<file path="src/logic/asof_regs.svh">
/*
 Constants of the sample output formatter: code widths, codes, latency and rate.
 Assumes inclusion by bare name from design files only.
*/
`ifndef ASOF_REGS_SVH
`define ASOF_REGS_SVH

`define ASOF_CODE_W        12
`define ASOF_LATENCY       10
`define ASOF_OB_MIN        12'h000
`define ASOF_OB_MID        12'h800
`define ASOF_OB_MAX        12'hfff
`define ASOF_TC_MAX        12'h7ff
`define ASOF_TC_MIN        12'h800
`define ASOF_MSB_POS       11
`define ASOF_MIN_RATE_MSPS 10
`define ASOF_CLK_MHZ       20
`define ASOF_DITHER_SEED   16'hace1

`endif

</file>
<file path="src/logic/asof_pkg.sv">
/*
 Types of the sample output formatter.
 Assumes nothing beyond the constants header.
*/
`default_nettype none
`include "asof_regs.svh"

package asof_pkg;
   typedef logic [`ASOF_CODE_W-1:0] asof_code_type;
   typedef enum logic [0:0] {
      ASOF_FMT_TWOS   = 1'b0,
      ASOF_FMT_OFFSET = 1'b1
   } asof_fmt_type;
endpackage
`default_nettype wire

</file>
<file path="src/logic/asof_pipe.sv">
/*
 Fixed-length delay line for the coded output words.
 Assumes one clock; every stage advances on every rising edge.
*/
`timescale 1ns/10ps
`default_nettype none
`include "asof_regs.svh"

module asof_pipe #(
   parameter int DEPTH = `ASOF_LATENCY,
   parameter int WIDTH = `ASOF_CODE_W
) (
   input  wire logic             clk,
   input  wire logic [WIDTH-1:0] din,
   output logic      [WIDTH-1:0] dout
);
   logic [WIDTH-1:0] stage_q [DEPTH];
   logic [WIDTH-1:0] stage_d [DEPTH];

   // ----------------------------------------
   // Shift stages
   // ----------------------------------------
   // No reset: the converter itself has none, and stale words flush out.
   genvar g;
   generate
      for (g = 0; g < DEPTH; g++) begin : gen_stage
         if (g == 0) begin : gen_first
            always_comb stage_d[g] = din;
         end else begin : gen_rest
            always_comb stage_d[g] = stage_q[g-1];
         end
         always_ff @(posedge clk) begin
            stage_q[g] <= stage_d[g];
         end
      end
   endgenerate

   assign dout = stage_q[DEPTH-1];
endmodule
`default_nettype wire

</file>
<file path="src/logic/asof_top.sv">
/*
 Output formatter of a 12-bit pipelined sampling converter: strap capture,
 threshold dither, coding and fixed latency to latched output pins.
 Assumes clk is the true sample clock and sample_code is produced on clk.
*/
`timescale 1ns/10ps
`default_nettype none
`include "asof_regs.svh"

module asof_top #(
   parameter int LATENCY = `ASOF_LATENCY
) (
   input  wire logic                      clk,
   input  wire logic                      sys_rst,
   input  wire logic [`ASOF_CODE_W-1:0]   sample_code,
   input  wire logic                      output_format_select,
   input  wire logic                      output_format_select_oe,
   input  wire logic                      spur_reduction_select,
   output logic      [`ASOF_CODE_W-1:0]   data_out
);
   // ----------------------------------------
   // Strap synchronisers
   // ----------------------------------------
   logic fmt_s1_q, fmt_s2_q;
   logic fmt_oe_s1_q, fmt_oe_s2_q;
   logic spur_s1_q, spur_s2_q;
   logic fmt_sel;

   always_ff @(posedge clk) begin
      if (sys_rst) begin
         fmt_s1_q    <= 1'b0;
         fmt_s2_q    <= 1'b0;
         fmt_oe_s1_q <= 1'b0;
         fmt_oe_s2_q <= 1'b0;
         spur_s1_q   <= 1'b0;
         spur_s2_q   <= 1'b0;
      end else begin
         fmt_s1_q    <= output_format_select;
         fmt_s2_q    <= fmt_s1_q;
         fmt_oe_s1_q <= output_format_select_oe;
         fmt_oe_s2_q <= fmt_oe_s1_q;
         spur_s1_q   <= spur_reduction_select;
         spur_s2_q   <= spur_s1_q;
      end
   end

   // A floating format pin is weakly pulled low. Pin and drive sense are
   // combined only after both are synchronised, so skew between them
   // cannot glitch the first stage.
   always_comb fmt_sel = fmt_s2_q & fmt_oe_s2_q;

   // ----------------------------------------
   // Threshold dither
   // ----------------------------------------
   // A small LFSR nudges the decision point by at most one code. It only
   // moves thresholds, so average linearity is kept while spurs spread.
   logic [15:0] lfsr_q, lfsr_d;
   logic        spur_on;
   asof_pkg::asof_code_type sampled;

   always_comb begin
      spur_on = spur_s2_q;
      lfsr_d  = {lfsr_q[14:0], lfsr_q[15] ^ lfsr_q[13] ^ lfsr_q[12] ^ lfsr_q[10]};
      sampled = sample_code;
      if (spur_on && lfsr_q[0] && sample_code != `ASOF_OB_MAX) begin
         sampled = sample_code + 12'h001;
      end
      // Spur select low leaves the transfer static.
   end

   always_ff @(posedge clk) begin
      if (sys_rst) begin
         lfsr_q <= `ASOF_DITHER_SEED;
      end else begin
         lfsr_q <= lfsr_d;
      end
   end

   // ----------------------------------------
   // Coding
   // ----------------------------------------
   // Format is applied at sampling, so each word carries its own coding
   // through the pipe and a strap change never alters words in flight.
   asof_pkg::asof_code_type coded;
   asof_pkg::asof_fmt_type  fmt;

   always_comb begin
      fmt   = asof_pkg::asof_fmt_type'(fmt_sel);
      coded = sampled;
      if (fmt == asof_pkg::ASOF_FMT_TWOS) begin
         coded = sampled ^ `ASOF_TC_MIN;
      end
      // Offset binary passes through unchanged.
   end

   // ----------------------------------------
   // Latency and output latch
   // ----------------------------------------
   asof_pkg::asof_code_type piped;
   asof_pkg::asof_code_type out_d;

   // Sampling on clk rising edge; the pipe plus output flop give LATENCY.
   asof_pipe #(
      .DEPTH (LATENCY - 1),
      .WIDTH (`ASOF_CODE_W)
   ) u_pipe (
      .clk  (clk),
      .din  (coded),
      .dout (piped)
   );

   always_comb out_d = piped;

   always_ff @(posedge clk) begin
      if (sys_rst) begin
         data_out <= `ASOF_OB_MIN;
      end else begin
         data_out <= out_d;
      end
   end

   // ----------------------------------------
   // Checks
   // ----------------------------------------
   // Raw input, strap state and dither decision, each delayed LATENCY
   // cycles so that they line up with the word on data_out.
   logic [`ASOF_CODE_W-1:0] ref_q [LATENCY];
   logic [LATENCY-1:0]      fmt_h_q;
   logic [LATENCY-1:0]      spur_h_q;
   logic [3:0]              up_q;

   always_ff @(posedge clk) begin
      ref_q[0]    <= sample_code;
      fmt_h_q[0]  <= fmt_sel;
      spur_h_q[0] <= spur_s2_q & lfsr_q[0];
      for (int i = 1; i < LATENCY; i++) begin
         ref_q[i]    <= ref_q[i-1];
         fmt_h_q[i]  <= fmt_h_q[i-1];
         spur_h_q[i] <= spur_h_q[i-1];
      end
      up_q <= (up_q < 4'hf) ? up_q + 4'h1 : up_q;
      if (sys_rst) begin
         up_q <= 4'h0;
      end
   end

   // ----------------------------------------
   // Assertions
   // ----------------------------------------
   chk_offset_binary: assert property (@(posedge clk) disable iff (sys_rst)
      (up_q > 4'hb && fmt_h_q[LATENCY-1] && !spur_h_q[LATENCY-1] && ref_q[LATENCY-1] != 12'hfff)
      |-> data_out == ref_q[LATENCY-1]) else $error("offset binary word wrong");

   chk_offset_pass: assert property (@(posedge clk) disable iff (sys_rst)
      fmt_sel |-> coded == sampled) else $error("offset binary coding altered");

   chk_full_scale: assert property (@(posedge clk) disable iff (sys_rst)
      sample_code == `ASOF_OB_MAX |-> sampled == `ASOF_OB_MAX)
      else $error("dither passed full scale");

   chk_twos_compl: assert property (@(posedge clk) disable iff (sys_rst)
      (up_q > 4'hb && !fmt_h_q[LATENCY-1] && !spur_h_q[LATENCY-1])
      |-> data_out == (ref_q[LATENCY-1] ^ 12'h800)) else $error("twos complement word wrong");

   chk_twos_zero: assert property (@(posedge clk) disable iff (sys_rst)
      (!fmt_sel && !spur_s2_q && sample_code == `ASOF_OB_MID) |-> coded == 12'h000)
      else $error("twos complement zero wrong");

   chk_latency_ten: assert property (@(posedge clk) disable iff (sys_rst)
      (!spur_s2_q && fmt_sel && sample_code == 12'h800)
      |-> ##10 data_out == 12'h800) else $error("latency is not ten cycles");

   chk_out_registered: assert property (@(posedge clk) disable iff (sys_rst)
      up_q > 4'hb |-> data_out == $past(out_d)) else $error("output not a registered word");

   chk_static_mode: assert property (@(posedge clk) disable iff (sys_rst)
      !spur_s2_q |-> sampled == sample_code) else $error("dither active while disabled");

   chk_dither_bound: assert property (@(posedge clk) disable iff (sys_rst)
      spur_s2_q |-> (sampled - sample_code) <= 12'h001) else $error("dither exceeds one code");

   // An all-zero dither register would lock up and silently stop the dither.
   chk_lfsr_alive: assert property (@(posedge clk) disable iff (sys_rst)
      lfsr_q != 16'h0000) else $error("dither register locked at zero");

   chk_float_low: assert property (@(posedge clk) disable iff (sys_rst)
      (!output_format_select_oe)[*3] |=> !fmt_sel) else $error("floating format not low");

   chk_spur_high: assert property (@(posedge clk) disable iff (sys_rst)
      spur_reduction_select ##2 1'b1 |-> spur_on) else $error("spur select high ignored");

   chk_spur_low: assert property (@(posedge clk) disable iff (sys_rst)
      (!spur_reduction_select)[*3] |=> !spur_on) else $error("spur select low ignored");

   // A format change must leave the word sampled just before it in its old coding.
   chk_strap_inflight: assert property (@(posedge clk) disable iff (sys_rst)
      (up_q > 4'hb && $changed(fmt_sel) && !$past(spur_s2_q))
      |-> ##9 data_out == (fmt_h_q[LATENCY-1] ? ref_q[LATENCY-1] : ref_q[LATENCY-1] ^ 12'h800))
      else $error("format change reached a word in flight");

   chk_reset_word: assert property (@(posedge clk)
      sys_rst |=> data_out == `ASOF_OB_MIN) else $error("output not cleared by reset");

   // ----------------------------------------
   // Coverage
   // ----------------------------------------
   cov_offset: cover property (@(posedge clk) fmt_h_q[LATENCY-1] && data_out == 12'hfff);
   cov_twos: cover property (@(posedge clk) !fmt_h_q[LATENCY-1] && data_out == 12'h800);
   cov_dither: cover property (@(posedge clk) spur_on && sampled != sample_code);
   cov_float: cover property (@(posedge clk) !fmt_oe_s2_q && fmt_s2_q);
   cov_strap_change: cover property (@(posedge clk) $changed(fmt_sel));
endmodule
`default_nettype wire

</file>
<file path="config.mk">
export PLATFORM = sky130hd
export DESIGN_NAME = asof_top
export DESIGN_NICKNAME = d
export VERILOG_FILES = /design/src/logic/asof_pkg.sv /design/src/logic/asof_pipe.sv /design/src/logic/asof_top.sv
export VERILOG_INCLUDE_DIRS = /design/src /design/src/logic
export SDC_FILE = /design/constraint.sdc
export NUM_CORES = 1
export LEC_CHECK = 0
export BUFFER_PORTS_ARGS = -buffer_cell sky130_fd_sc_hd__buf_2
export CAP_MARGIN = 20
export CORE_UTILIZATION = 60
export DETAILED_ROUTE_END_ITERATION = 7
export PLACE_DENSITY = 0.8
export SLEW_MARGIN = 15
export SYNTH_ARGS = -nofsm -noshare
export SYNTH_HDL_FRONTEND = slang
export SYNTH_SLANG_ARGS = --single-unit
</file>
<file path="constraint.sdc">
create_clock -name clk -period 3.9 [get_ports clk]
set_input_delay 0.585 -clock clk [delete_from_list [all_inputs] [get_ports clk]]
set_output_delay 0.585 -clock clk [all_outputs]
set_load 0.005 [all_outputs]
</file>
==> results.md <==
* Non-filler instance count after layout at 358
* Number of clock buffers inserted by TritonCTS at 17
* Final non-filler cell area at 4161 sq um
* I/O pin total at 29
* Post-synthesis compound-gate area fraction at 0.01132
* Syn. warnings at 0
* Half-perimeter wire length after detailed placement at 2.055 mm
* Post-layout nets at 291
* Power density relative to cell area at 713.7 nW/um^2
* CTS tree: yes
* Worst setup EP type: primary output
* Critical path's top delay family: flip-flops
* Die width at 77.56 um
* Synthesized-area fraction occupied by adder cells at 0.003652
* VDD IR max at 0.0003811 V
* Top_reg_cell synth: dfxtp_1
* Mean instance size in the synthesized netlist at 14.96 sq um
* Global-route wire length before repair at 6.430 mm
* Synthesis-to-layout area growth at 21.48%
* Kind of path behind the tightest hold check: input pin to flip-flop
* Startpoint class of the critical path: flip-flop
* Flop pwr share at 0.527
* Max stage delay cell, worst path: dfxtp_1
* Largest net degree at the start of global routing at 35
* Uppermost metal layer occupied by signal nets: met4
* Height of the die at 77.56 um
* Row Count at 27
* Max transition margin at 0.6343
* Antenna-violating nets left at 0
* Clock-pin slew on the worst setup and hold paths at 0.06 ns
* Simple-Gate Fraction of Synth Area at 0.1147
* Type of the setup path with the least slack: flip-flop to primary output
* Portion of total power attributed to combinational logic at 0.021
* Synth async-reset ratio at 0
* ANT cells at 0
* Area inside the core boundary at 5507 sq um
* Met1 wire length at 1.691 mm
* Critical Path Max Stage Delay at 0.30 ns
* Final hold slack at 0.2903 ns
* Synth Cell Area at 3426 sq um
* Initial DRC Count at 49
* Via total after detailed routing at 1602
* Switching power of the nets at 591.8 uW
* Global-route usage over all layers at 0.1499
* Share of synthesized area occupied by flip-flops and latches at 0.8298
* Final setup violation count at 0
* Mapped Nets at 247
* Number of enable-type register cells in the synthesized netlist at 0
* Clock network latency to the later pin of the worst-skew pair at 0.51 ns
* Peak fanout along the critical path at 1
* Result of the run: finished, final reports clean
* Share of total power in the clock network at 0.452
* Maximum clock skew at final layout at 0.02311 ns
* Placement Cell Area at 3645 sq um
* Worst-margin pin slew at 0.5485 ns
* Placed cell count at 326
* Num Clock Sinks at 142
* Post-CTS Repair Setup Buffers at 0
* Peak Freq at 0.6656 GHz
* Mux cell area share after synthesis at 0.01315
* Leakage Power at 1.758 nW
* Final weighted congestion of routability-driven global placement at 0.7702
* Initial Utilization at 0.6221
* Met2 layer wire length in the routed design at 1.837 mm
* DRC at 0
* Final cycle utilization of the critical path at 0.3852
* Critical path arrival at 0.92 ns
* Setup TNS at 0 ns
* Largest buffer count on any clock path at 2
* Filler Cells Inserted at 358
* Max-capacitance violation count at 0
* Routed len/inst at 10.49 um
* Aggregate global routing overflow at 0
* Main combinational cell family by area after synthesis: simple AND/OR/NAND/NOR gates
* Clock root buffer: clkbuf_8
* DR pass1 iterations at 4
* Switching share of total power at 0.1992
* Average vias per placed instance at 4.475
* Final critical path time including I/O delays and setup at 1.502 ns
* Total length of routed met3 wires at 206 um
* Cell Chain, Critical Path: buf_2
* Number of different library cells in the post-synthesis netlist at 29
* Number of resized instances in the post-cts repair step at 0
* Overall power of the completed layout at 2.970 mW
* Internal power of the cells at 2.378 mW
* Worst Path Buf+Inv at 1
* Number of antenna violations at the first check in global routing at 0
* Parity-gate share of the synthesized area counting xor and xnor cells at 0.02301
* Count of port buffers added during placement at 28
* Count of pins over their slew limit at 0
* Proportion of layout cells with a drive suffix above 1 at 0.2622
* Gate count of the mapped netlist at 229
* Post-synthesis sequential element count at 142
* CP Data Required Time at 3.31 ns
* Area enclosed by the die boundary at 6016 sq um
* Number of H-tree levels at 4
* Number of global-route vias before repair at 1509
* WL final at 3.756 mm
* Final hold violation count at 0
* Setup repair after global routing missed its margin: no
* # hold bufs at CTS at 0
-- stage by stage --
stage | setup slack, ns | utilization
finish | 2.398 | 0.7557
CTS | 2.376 | 0.7557
floorplan | 2.200 | -
detailed placement | 1.913 | 0.6619
global placement | 2.009 | 0.6619
global route | 2.270 | 0.7557
-- Yosys cell counts, types with 2 or more instances --
| library cell | n | area, sq um |
|---|---|---|
| dfxtp_1 | 142 | 2843 |
| nor2b_1 | 26 | 162.7 |
| or2_2 | 7 | 43.79 |
| nand2_1 | 5 | 18.77 |
| xor2_1 | 5 | 43.79 |
| a21oi_1 | 4 | 20.02 |
| nor2_1 | 4 | 15.01 |
| nor3_1 | 4 | 20.02 |
| xnor2_1 | 4 | 35.03 |
| clkbuf_1 | 3 | 11.26 |
| mux2_2 | 3 | 33.78 |
| nand3_1 | 3 | 15.01 |
| nand3_2 | 2 | 20.02 |
| nand4_1 | 2 | 12.51 |
-- kinds of logic (layout without fill, tap and decap cells) --
kind of cell             Yosys count  count (layout)
buffers and inverters              4              61
XOR/XNOR                           9               9
AND/OR/NAND/NOR                   62              62
flip-flops                       142             142
adder cells (fa/ha/maj)            1               1
multiplexers                       4               4
AO/OA/AOI/OAI                      7               7
-- registers in the layout, indices dropped and copies added, names as in the netlist --
register,count
fmt_s2_q,1
spur_s1_q,1
fmt_s1_q,1
fmt_oe_s2_q,1
fmt_oe_s1_q,1
data_out,12
spur_on,1
lfsr_q,16
u_pipe.stage_q,108
-- layout by cell type (no fill, tap or decap), drive strengths merged --
cell type  instances
dfxtp            142
buf               28
nor2b             26
clkbuf            20
clkinv             9
or2                8
nand2              5
xor2               5
nor3               5
nand3              5
nor2               4
a21oi              4
xnor2              4
mux2               4
clkinvlp           3
nand4              3
and3               1
nor4               1
nor4b              1
o21ai              1
inv                1
a211oi             1
and4               1
a31oi              1
nand3b             1
nand2b             1
ha                 1
-- power by group through the flow --
stage	logic [mW]	registers [mW]	clock network, mW
6_report	0.0618	1.57	1.34
5_1_grt	0.0694	1.57	1.44
4_1_cts	0.0629	1.57	1.37
3_5_place_dp	0.0608	1.60	0
3_3_place_gp	0.0588	1.59	0
2_1_floorplan	0.0344	1.59	0
-- routing by layer --
layer	vias up	track usage
met5	-	0
met2	46	0.2372
met1	727	0.1536
met4	0	0.09623
li1	825	-
met3	4	0.08118
-- final timing paths --
| kind | startpoint | endpoint | slack, ns | depth (start not counted) |
|---|---|---|---|---|
| max reg2reg | lfsr_q[0] | u_pipe.stage_q[0][9] | 2.57 | 3 |
| min reg2reg | u_pipe.stage_q[7][3] | u_pipe.stage_q[8][3] | 0.30 | 0 |
| max | data_out[9] | data_out[9] | 2.40 | 1 |
| min | spur_reduction_select | spur_s1_q | 0.29 | 2 |
-- area by class of cell --
class	instances	area, sq um	area share
clock inverters	12	71.32	0.01714
multi-input cells	83	568.0	0.1365
flip-flops and latches	142	2843	0.6831
inverters	1	3.754	0.0009020
well taps	72	90.09	0.02165
repair buffers	28	140.1	0.03367
clock buffers	20	445.4	0.1070
(Power assumes the default switching activity.)
